==> config.mk <==
export PLATFORM = sky130hd
export DESIGN_NAME = nsl_loader
export DESIGN_NICKNAME = d
export VERILOG_FILES = /design/src/hdl/nsl_pkg.sv /design/src/hdl/nsl_axis_node.sv /design/src/hdl/nsl_loader.sv
export SDC_FILE = /design/constraint.sdc
export NUM_CORES = 1
export LEC_CHECK = 0
export BUFFER_PORTS_ARGS = -buffer_cell sky130_fd_sc_hd__buf_2
export CORE_ASPECT_RATIO = 1.75
export CORE_UTILIZATION = 47
export DETAILED_ROUTE_END_ITERATION = 8
export GPL_TIMING_DRIVEN = 0
export PLACE_DENSITY_LB_ADDON = 0.15
export SYNTH_ARGS = -nofsm -noshare
export SYNTH_HDL_FRONTEND = slang
export SYNTH_HIERARCHICAL = 1
export SYNTH_SLANG_ARGS = --single-unit
==> constraint.sdc <==
create_clock -name sys_clk -period 1.75 [get_ports sys_clk]
set_input_delay 0.35 -clock sys_clk [delete_from_list [all_inputs] [get_ports sys_clk]]
set_output_delay 0.35 -clock sys_clk [all_outputs]
set_load 0.05 [all_outputs]
==> src/hdl/nsl_pkg.sv <==
// package: constants, states and register map of the node number switch loader
//
// Overview of operation
// - stored setup node number used unless hardware chosen or setup invalid
// - switch node number when hardware chosen or invalid
// - can: node is 1+8*code+axis-1, position1 msb
// - ethercat: second bank adds code msb, weight 128
// - can: protocol switch on selects vendor protocol
// - default node number 255 when nothing configured
// - canopen and node 255 hold lss inactive
// - ethercat node 255 writes alias zero
// - node addressing loads alias with node number
// - switches sampled once at power-up, later ignored
package nsl_pkg;

  // sizes
  localparam int unsigned NUM_AXES_DEF = 4;
  localparam int unsigned NODE_W       = 8;
  localparam int unsigned ALIAS_W      = 16;
  localparam int unsigned SEL_W        = 4;
  localparam int unsigned CODE_W       = 5;
  localparam int unsigned ADDR_W       = 8;
  localparam int unsigned DATA_W       = 32;

  // node number arithmetic
  localparam logic [7:0]  NODE_BASE    = 8'h01;
  localparam int unsigned NODE_SHIFT   = 3;      // eight node numbers per code step
  localparam logic [7:0]  NODE_DEFAULT = 8'hff;  // also the "unconfigured" marker
  localparam logic [7:0]  NODE_UNSET   = 8'h00;  // stored value outside 1..255
  localparam logic [15:0] ALIAS_NONE   = 16'h0000;

  // register offsets (byte addresses)
  localparam logic [7:0] REG_CTRL      = 8'h00;
  localparam logic [7:0] REG_STATUS    = 8'h04;
  localparam logic [7:0] REG_NODE0     = 8'h08;
  localparam logic [7:0] REG_ALIAS0    = 8'h18;
  localparam logic [7:0] REG_STEP      = 8'h04;

  // control register fields and reset values
  localparam int unsigned CTRL_ALIAS_BY_NODE_BIT = 0;
  localparam logic        CTRL_ALIAS_BY_NODE_RST = 1'b1;

  // status register fields
  localparam int unsigned STAT_DONE_BIT   = 0;
  localparam int unsigned STAT_VENDOR_BIT = 1;
  localparam int unsigned STAT_ECAT_BIT   = 2;
  localparam int unsigned STAT_HWSEL_BIT  = 3;
  localparam int unsigned STAT_LSS_LSB    = 4;

  // power-up sequence, one-hot
  typedef enum logic [3:0] {
    ST_CATCH  = 4'h1,
    ST_MAP    = 4'h2,
    ST_DERIVE = 4'h4,
    ST_RUN    = 4'h8
  } nsl_state_t;

endpackage

==> src/hdl/nsl_axis_node.sv <==
// module: node number of one axis, from stored setup or from the switch code
`timescale 1ns/1ps
module nsl_axis_node #(
  parameter int unsigned AXIS_IDX = 1
) (
  // clock and reset
  input  wire logic       sys_clk,
  input  wire logic       resetn,
  // latched configuration
  input  wire logic       load,
  input  wire logic [4:0] code,
  input  wire logic [7:0] setup_value,
  input  wire logic       setup_hw,
  input  wire logic       setup_valid,
  // result
  output logic [7:0]      node_q
);

  typedef struct packed {
    logic [7:0] node;
  } nsl_axis_t;

  nsl_axis_t st_q;
  nsl_axis_t st_d;
  logic [7:0] sw_node;

  // switch mapping: code steps by eight, axis picks the slot inside the step
  // can code mapping
  assign sw_node = nsl_pkg::NODE_BASE + (8'(code) << nsl_pkg::NODE_SHIFT)
                   + 8'(AXIS_IDX - 1);

  // choose source only on the load pulse, otherwise keep the value
  always_comb begin
    st_d = st_q;
    if (load) begin
      if (setup_hw || !setup_valid) begin
        st_d.node = sw_node;
      end else if (setup_value == nsl_pkg::NODE_UNSET) begin
        st_d.node = nsl_pkg::NODE_DEFAULT;
      end else begin
        st_d.node = setup_value;
      end
    end
  end

  // state register, default node number from reset on
  always_ff @(posedge sys_clk or negedge resetn) begin
    if (!resetn) begin
      st_q.node <= nsl_pkg::NODE_DEFAULT;
    end else begin
      st_q <= st_d;
    end
  end

  assign node_q = st_q.node;

endmodule

==> src/hdl/nsl_loader.sv <==
// module: power-up node number and protocol loader for a multi-axis drive
//
// Decided for this implementation: the strobed register port and the address map.
`timescale 1ns/1ps
module nsl_loader #(
  parameter int unsigned NUM_AXES = nsl_pkg::NUM_AXES_DEF
) (
  // clock and reset
  input  wire logic                   sys_clk,
  input  wire logic                   resetn,
  // configuration switch pins, asynchronous
  input  wire logic [3:0]             node_select_switch,
  input  wire logic                   second_switch_bank,
  input  wire logic                   protocol_switch,
  input  wire logic                   ethercat_variant,
  // stored drive setup, same clock domain
  input  wire logic [NUM_AXES*8-1:0]  setup_node,
  input  wire logic [NUM_AXES-1:0]    setup_hw_select,
  input  wire logic                   setup_valid,
  // register port
  input  wire logic [7:0]             reg_addr,
  input  wire logic [31:0]            reg_wdata,
  input  wire logic                   reg_wr,
  input  wire logic                   reg_rd,
  output logic [31:0]                 reg_rdata,
  // derived configuration
  output logic [NUM_AXES*8-1:0]       node_number,
  output logic [NUM_AXES*16-1:0]      station_alias,
  output logic [NUM_AXES-1:0]         lss_inactive,
  output logic                        vendor_can_protocol_mode,
  output logic                        config_done
);

  // synchroniser stages for the switch pins; no reset on purpose so that
  // the second stage already holds the pin levels when reset lets go
  typedef struct packed {
    logic [3:0] sel_a;
    logic [3:0] sel_b;
    logic       bank_a;
    logic       bank_b;
    logic       proto_a;
    logic       proto_b;
    logic       ecat_a;
    logic       ecat_b;
  } nsl_sync_t;

  // all remaining state of the loader
  typedef struct packed {
    nsl_pkg::nsl_state_t       fsm;
    logic [3:0]                sel;
    logic                      bank;
    logic                      proto;
    logic                      ecat;
    logic [NUM_AXES*8-1:0]     setup_val;
    logic [NUM_AXES-1:0]       setup_hw;
    logic                      setup_ok;
    logic                      load;
    logic                      alias_by_node;
    logic [NUM_AXES*16-1:0]    alias_out;
    logic [NUM_AXES-1:0]       lss;
    logic                      vendor;
    logic                      done;
    logic [31:0]               rdata;
  } nsl_state_s_t;

  nsl_sync_t          sy_q;
  nsl_state_s_t       st_q;
  nsl_state_s_t       st_d;
  logic [4:0]         code;
  logic [NUM_AXES*8-1:0] node_w;

  // two-stage synchronisers; the first stage feeds only the second
  always_ff @(posedge sys_clk) begin
    sy_q.sel_a   <= node_select_switch;
    sy_q.sel_b   <= sy_q.sel_a;
    sy_q.bank_a  <= second_switch_bank;
    sy_q.bank_b  <= sy_q.bank_a;
    sy_q.proto_a <= protocol_switch;
    sy_q.proto_b <= sy_q.proto_a;
    sy_q.ecat_a  <= ethercat_variant;
    sy_q.ecat_b  <= sy_q.ecat_a;
  end

  // switch code: position 1 is the msb of the four selection bits, the
  // second bank only counts on the ethercat variant
  // can code width
  assign code = {st_q.ecat & st_q.bank, st_q.sel};

  // one node number slice per axis
  genvar gi;
  generate
    for (gi = 0; gi < NUM_AXES; gi++) begin : g_axis
      nsl_axis_node #(
        .AXIS_IDX (gi + 1)
      ) u_axis (
        .sys_clk     (sys_clk),
        .resetn      (resetn),
        .load        (st_q.load),
        .code        (code),
        .setup_value (st_q.setup_val[gi*8 +: 8]),
        .setup_hw    (st_q.setup_hw[gi]),
        .setup_valid (st_q.setup_ok),
        .node_q      (node_w[gi*8 +: 8])
      );
    end
  endgenerate

  // next-state logic: power-up sequence, derived outputs and register port
  always_comb begin
    st_d       = st_q;
    st_d.load  = 1'b0;
    st_d.rdata = 32'h0000_0000;

    unique case (st_q.fsm)
      nsl_pkg::ST_CATCH: begin
        st_d.sel       = sy_q.sel_b;
        st_d.bank      = sy_q.bank_b;
        st_d.proto     = sy_q.proto_b;
        st_d.ecat      = sy_q.ecat_b;
        st_d.setup_val = setup_node;
        st_d.setup_hw  = setup_hw_select;
        st_d.setup_ok  = setup_valid;
        st_d.load      = 1'b1;
        st_d.fsm       = nsl_pkg::ST_MAP;
      end
      // axis slices register their node numbers in this cycle
      nsl_pkg::ST_MAP: begin
        st_d.fsm = nsl_pkg::ST_DERIVE;
      end
      // protocol choice, stays fixed until the next reset
      nsl_pkg::ST_DERIVE: begin
        st_d.vendor = ~st_q.ecat & st_q.proto;
        st_d.done   = 1'b1;
        st_d.fsm    = nsl_pkg::ST_RUN;
      end
      // later switch changes are never looked at again
      // ignore later changes
      nsl_pkg::ST_RUN: begin
        st_d.fsm = nsl_pkg::ST_RUN;
      end
    endcase

    // per-axis lss and alias, recomputed so the addressing mode may change
    for (int i = 0; i < NUM_AXES; i++) begin
      st_d.lss[i] = st_q.done & ~st_q.ecat & ~st_q.vendor
                    & (node_w[i*8 +: 8] == nsl_pkg::NODE_DEFAULT);
      if (!st_q.done || !st_q.ecat) begin
        st_d.alias_out[i*16 +: 16] = nsl_pkg::ALIAS_NONE;
      end else if (node_w[i*8 +: 8] == nsl_pkg::NODE_DEFAULT) begin
        st_d.alias_out[i*16 +: 16] = nsl_pkg::ALIAS_NONE;
      end else if (st_q.alias_by_node) begin
        st_d.alias_out[i*16 +: 16] = {8'h00, node_w[i*8 +: 8]};
      end else begin
        // position and other addressing modes leave the alias unused
        st_d.alias_out[i*16 +: 16] = nsl_pkg::ALIAS_NONE;
      end
    end

    // register writes: only the addressing mode is software controlled
    if (reg_wr && reg_addr == nsl_pkg::REG_CTRL) begin
      st_d.alias_by_node = reg_wdata[nsl_pkg::CTRL_ALIAS_BY_NODE_BIT];
    end

    // register reads: data stand in the next cycle only, unmapped read zero
    if (reg_rd) begin
      if (reg_addr == nsl_pkg::REG_CTRL) begin
        st_d.rdata[nsl_pkg::CTRL_ALIAS_BY_NODE_BIT] = st_q.alias_by_node;
      end else if (reg_addr == nsl_pkg::REG_STATUS) begin
        st_d.rdata[nsl_pkg::STAT_DONE_BIT]   = st_q.done;
        st_d.rdata[nsl_pkg::STAT_VENDOR_BIT] = st_q.vendor;
        st_d.rdata[nsl_pkg::STAT_ECAT_BIT]   = st_q.ecat;
        st_d.rdata[nsl_pkg::STAT_HWSEL_BIT]  = |st_q.setup_hw;
        st_d.rdata[nsl_pkg::STAT_LSS_LSB +: NUM_AXES] = st_q.lss;
      end
      for (int i = 0; i < NUM_AXES; i++) begin
        if (reg_addr == 8'(nsl_pkg::REG_NODE0 + 8'(i) * nsl_pkg::REG_STEP)) begin
          st_d.rdata[7:0] = node_w[i*8 +: 8];
        end
        if (reg_addr == 8'(nsl_pkg::REG_ALIAS0 + 8'(i) * nsl_pkg::REG_STEP)) begin
          st_d.rdata[15:0] = st_q.alias_out[i*16 +: 16];
        end
      end
    end
  end

  // state register; every control bit has a constant reset value
  always_ff @(posedge sys_clk or negedge resetn) begin
    if (!resetn) begin
      st_q.fsm           <= nsl_pkg::ST_CATCH;
      st_q.sel           <= 4'h0;
      st_q.bank          <= 1'b0;
      st_q.proto         <= 1'b0;
      st_q.ecat          <= 1'b0;
      st_q.setup_val     <= '0;
      st_q.setup_hw      <= '0;
      st_q.setup_ok      <= 1'b0;
      st_q.load          <= 1'b0;
      st_q.alias_by_node <= nsl_pkg::CTRL_ALIAS_BY_NODE_RST;
      st_q.alias_out     <= '0;
      st_q.lss           <= '0;
      st_q.vendor        <= 1'b0;
      st_q.done          <= 1'b0;
      st_q.rdata         <= 32'h0000_0000;
    end else begin
      st_q <= st_d;
    end
  end

  // outputs straight from flip-flops
  assign reg_rdata                = st_q.rdata;
  assign node_number              = node_w;
  assign station_alias            = st_q.alias_out;
  assign lss_inactive             = st_q.lss;
  assign vendor_can_protocol_mode = st_q.vendor;
  assign config_done              = st_q.done;

endmodule

After elaboration in Yosys (flattened, before gate mapping):

Cells that the tools add are included.

* bits in registers: 182
* bits of input ports: 88

* $add $sub $neg: 4
* equal/unequal tests: 17
* muxes and demuxes: 36
* bitwise gates (word level): 10
* reductions and logical operators: 16

Operator list (count)
* 2-to-1 mux 8 bit: 27
* 2-to-1 mux 16 bit: 5
* logical NOT 8 bit: 5
* equality test 8 x 5 -> 1 bit, second input constant: 4
* equality test 8 bit, second input constant: 4
* adder 8 x 2 -> 8 bit, second input constant: 2
* equality test 8 x 4 -> 1 bit, second input constant: 2
* equality test 8 x 6 -> 1 bit, second input constant: 2
* case mux 4 bit (3 select lines): 1
* adder 1 x 8 -> 8 bit, first input constant: 1
* adder 8 x 1 -> 8 bit, second input constant: 1
* AND 1 bit: 8
* equality test 8 x 3 -> 1 bit, second input constant: 1
* 2-to-1 mux 7 bit: 1
* logical OR 1 bit: 5
* equality test 4 x 1 -> 1 bit, second input constant: 1
* equality test 4 x 2 -> 1 bit, second input constant: 1
* equality test 4 x 3 -> 1 bit, second input constant: 1
* equality test 4 bit, second input constant: 1
* OR reduction 4 bit: 1
* logical NOT 1 bit: 3
* 2-to-1 mux 1 bit: 2
* NOT 1 bit: 2
* OR reduction 2 bit: 1
* logical AND 1 bit: 1

Logic depth before layout (Yosys ltp):

* word-level depth: 14
* gate-level depth with buffers: 7
* depth with buffers taken out: 4

Hierarchy:

The synthesis kept the hierarchy.

By module, submodules not included
* nsl_loader: times used 1, cells an instance 463, area each 5346.4 um^2
* nsl_axis_node (g_axis[0].u_axis ...): times used 2, cells an instance 43, area each 432.9 um^2
* nsl_axis_node (g_axis[2].u_axis): times used 1, cells an instance 46, area each 479.2 um^2
* nsl_axis_node (g_axis[3].u_axis): times used 1, cells an instance 43, area each 471.7 um^2

Worst setup path after synthesis:

Ideal clock, no wire load.

* path type: input to register
* start point: input reg_addr[4]
* end point: register st_q, in the netlist reg_rdata[1]
* data arrival time: 1.656 ns
* required time: 1.619 ns
* path slack: -0.037 ns
* stages: 6
* path buffers: 2
* path through: clkbuf_4 -> or4b_1 -> buf_2 -> or3_1 -> a21oi_1 -> o31ai_1

RTL lines
* from (decl): RTL line nsl_loader.sv:21 `input wire logic [7:0] reg_addr,`
* to (signal assigned): RTL line nsl_loader.sv:205 `st_q <= st_d;`
* to (decl): RTL line nsl_loader.sv:67 `nsl_state_s_t st_q;`

==> summary.txt <==
Detailed routing
  – Final ANT Viol Nets: 0
  – DRT iter0 DRCs: between 200 and 300
  – Via density: 5.19
  – Via count: 5,441
  – Drt first pass iters: 6
  – DR WL/cell: approximately 18 um
  – Final WL: 19,200 um
  – DRC: 0

Power
  – Sequential share of power: between 40% and 50%
  – Peak supply drop: approximately 0.99 mV
  – Sw Share: 42.6%
  – Leak: 4.37 nW
  – Gate power share: 33.9%
  – Pwr dens: 1640 mW/mm^2
  – Clk pwr share: 24.9%
  – Internal power: between 8 and 9 mW
  – Final Total Pwr: 14.8 mW
  – P_sw: 6.30 mW

Placed design
  – Area after DPL: between 0.008 and 0.009 mm^2
  – Detailed Place HPWL: 14,600 um
  – GPL Wtd Cong: roughly 0.93
  – PortBufs: roughly 130

Logic synthesis
  – Register area share after synthesis: 49.2%
  – Seq cells post-synth: around 140
  – Area contributors post-synth: dfrtp_1, dfstp_2, buf_4
  – Yosys top cell area share: 32.8%
  – Mapped Area: 0.00716 mm^2
  – Synth Area per Inst: around 11 um^2
  – Post-Synthesis Cells: 638
  – Post-synth top area cell: dfrtp_1
  – Ys Warns: 6
  – Top FF cell, synth: dfrtp_1
  – FFs w/ async S/R, synth: 90.1%
  – Yosys cell types: 60
  – Post-synth EDFFs: 0

Timing
  – Count of final setup violators: 1
  – Max Slew Vio Count: 0
  – Period utilization: 104%
  – Relative slew slack: 41.7%
  – Final hold viol count: 0
  – Fin worst setup slack: -0.0737 ns
  – Setup TNS: -0.0737 ns
  – Tightest Pin Transition: 0.866 ns
  – Max Fclk: 0.548 GHz
  – Tmin final: 1.82 ns
  – RSZ-0062 raised after global routing: yes
  – Clock skew: 0.00991 ns
  – Hold slack: 0.0325 ns

Finish
  – Ant diodes: 0
  – Proportion of layout cells with a drive suffix above 1: 45.5%
  – Area Overhead vs Synth: 26.2%
  – Filler cells: roughly 1,300
  – Post-route cell area: ~0.009 mm^2
  – Nets: between 900 and 1,000
  – Core Util, Final: 60.6%

Floorplanning
  – Core Box Area: 0.0149 mm^2
  – I/O Pins: between 200 and 250
  – Initial core utilization: 48.0%
  – Die X: about 95 um
  – Die Span Y: 165 um
  – Row count: 59
  – Die area: 0.0158 mm^2

Worst setup path
  – Critical Path RT: 2.05 ns
  – R2r worst-path depth: 4
  – Critical path fanouts, max: 2
  – Reg2reg end: reg_rdata[3]$_DFF_PN0_
  – Critical path arrival: between 2 and 2.5 ns
  – Worst r2r src: st_q[105]$_DFFE_PN0P_
  – CP startpoint kind: flip-flop
  – CP Capture Type: flip-flop
  – R2r setup slk: -0.07 ns
  – Critical path class: flip-flop to flip-flop

Global route
  – Total gr overflow: 0
  – Vias in the first global route: 5,370
  – First-pass GRT wire length: slightly below 30,000 um
  – Pin count of the biggest net entering global routing: 88
  – Total track usage: 25.3%
  – Initial antenna violation count: 0

Status
  – Status: complete, but fails checks
  – Failing checks: negative setup slack

Min path
  – Hold worst-path end: sy_q[10]$_DFF_P_
  – Hold path depth: 1
  – Worst hold start: node_select_switch[0]
  – Tightest Hold Check Type: input pin to flip-flop

Clocking
  – Root Buffer: clkbuf_16
  – Worst-path clk slew: 0.06 ns
  – H-tree depth: 4
  – CTS buffer count: 17
  – Clk_lat worst skew: 0.42 ns
  – Clk sinks: roughly 140
  – Clock Path Buffers: 2
  – CTS tree: yes

Flow run
  – MaxCap Viol Count: 0
-- what timing repair did --
| action | CTS | global route |
|---|---|---|
| gates cloned | 0 | 0 |
| setup endpoints to repair | 52 | 20 |
| pin swaps | 2 | 0 |
| gates resized for setup | 10 | 11 |
| buffers inserted | 4 | 1 |
| hold buffers | 1 | 0 |
| endpoints found under the hold margin | 29 | 0 |
-- worst max path at each step --
stage | end | startpoint | slack, ns | cells past startpoint
floorplan | st_q[104]$_DFFE_PN0P_ | st_q[148]$_DFF_PN1_ | 0.01 | 4
global placement | station_alias[32]$_DFF_PN0_ | resetn | -1.31 | 1
detailed placement | reg_rdata[6]$_DFF_PN0_ | reg_addr[2] | -0.86 | 7
CTS | reg_rdata[3]$_DFF_PN0_ | st_q[105]$_DFFE_PN0P_ | -0.05 | 4
global route | reg_rdata[3]$_DFF_PN0_ | st_q[105]$_DFFE_PN0P_ | -0.07 | 4
finish | reg_rdata[3]$_DFF_PN0_ | st_q[105]$_DFFE_PN0P_ | -0.07 | 4
-- registers in the layout (all words and copies together), names as in the netlist --
| register | flops |
|---|---|
| st_q | 46 |
| code | 4 |
| sy_q | 14 |
| config_done | 1 |
| g_axis.u_axis/node_q | 32 |
| station_alias | 32 |
| lss_inactive | 4 |
| reg_rdata | 8 |
| vendor_can_protocol_mode | 1 |
-- power groups by stage --
stage	Combinational (mW)	Sequential, mW	Clock, mW
6_report	5.01	6.10	3.68
5_1_grt	5.38	6.25	3.87
4_1_cts	4.98	6.09	3.74
3_5_place_dp	4.87	6.14	0
3_3_place_gp	4.78	6.10	0
2_1_floorplan	2.49	6.93	0
-- cell usage after synthesis, drive strengths merged, types with 5 or more instances --
library cell,n
buf,112
dfrtp,94
nor2,60
mux2,47
and2,37
dfstp,34
inv,31
a221oi,24
a21oi,21
dfxtp,14
nor4,13
clkbuf,11
or3,11
nor2b,10
nand2,9
o31ai,9
nand4,8
o2bb2ai,7
a2111oi,6
a211oi,6
nand2b,6
nor4b,6
a21o,5
a31oi,5
and3,5
nor3,5
o211ai,5
o21ai,5
-- cell families (layout without fill, tap and decap cells) --
group / after synthesis / in the layout / synth area share [%]
buffers and inverters: 154 / 325 / 13.5
other: 1 / 57 / 0.0524
DFF: 142 / 142 / 49.2
muxes: 54 / 54 / 9.07
xor gates and xnor gates: 1 / 1 / 0.122
AOI/OAI and AO/OA: 104 / 104 / 12.2
and+or+nand+nor: 182 / 182 / 15.8
-- critical path, cell delays in order, from the launching register on --
cell and delay, ns:
dfrtp_1 0.39, or4_4 0.57, a22o_1 0.20, a211o_1 0.31, a31o_1 0.23
-- per-stage QoR --
step           instances  worst slack [ns]
2_1_floorplan        694            0.0106
3_3_place_gp        1009             -1.31
3_5_place_dp        1010            -0.860
4_1_cts             1047           -0.0472
5_1_grt             1048           -0.0696
6_report            1048           -0.0737
-- final cells by class --
class                      count  area (um^2)  area share (%)
sequential                   142         3530            39.0
clock buffer                  19          453            5.01
tap                          183          229            2.53
buffer                       123          882            9.76
timing repair buffer         139          742            8.21
inverter                      31          116            1.29
clock inverter                13          156            1.73
multi-input combinational    398         2940            32.5
-- routing by layer --
metal / up-vias / wire, um / GRT usage [%]
met5: - / 0 / 0
met4: 0 / 822 / 12.9
met3: 47 / 796 / 4.26
met2: 221 / 10800 / 46.2
met1: 2633 / 6730 / 27.3
li1: 2540 / - / -
-- cell usage in the layout, fill, tap and decap left out, drive strengths merged, types with 10 or more instances in the layout --
master	netlist	final
nor2b	10	10
or3	11	11
dfstp	34	34
dfrtp	94	94
inv	31	35
mux2	47	47
a21oi	21	21
buf	112	249
nor2	60	60
conb	1	57
and2	37	37
a221oi	24	24
nor4	13	13
clkbuf	11	31
dfxtp	14	14
Note: power is estimated with default switching activity, not from simulation.
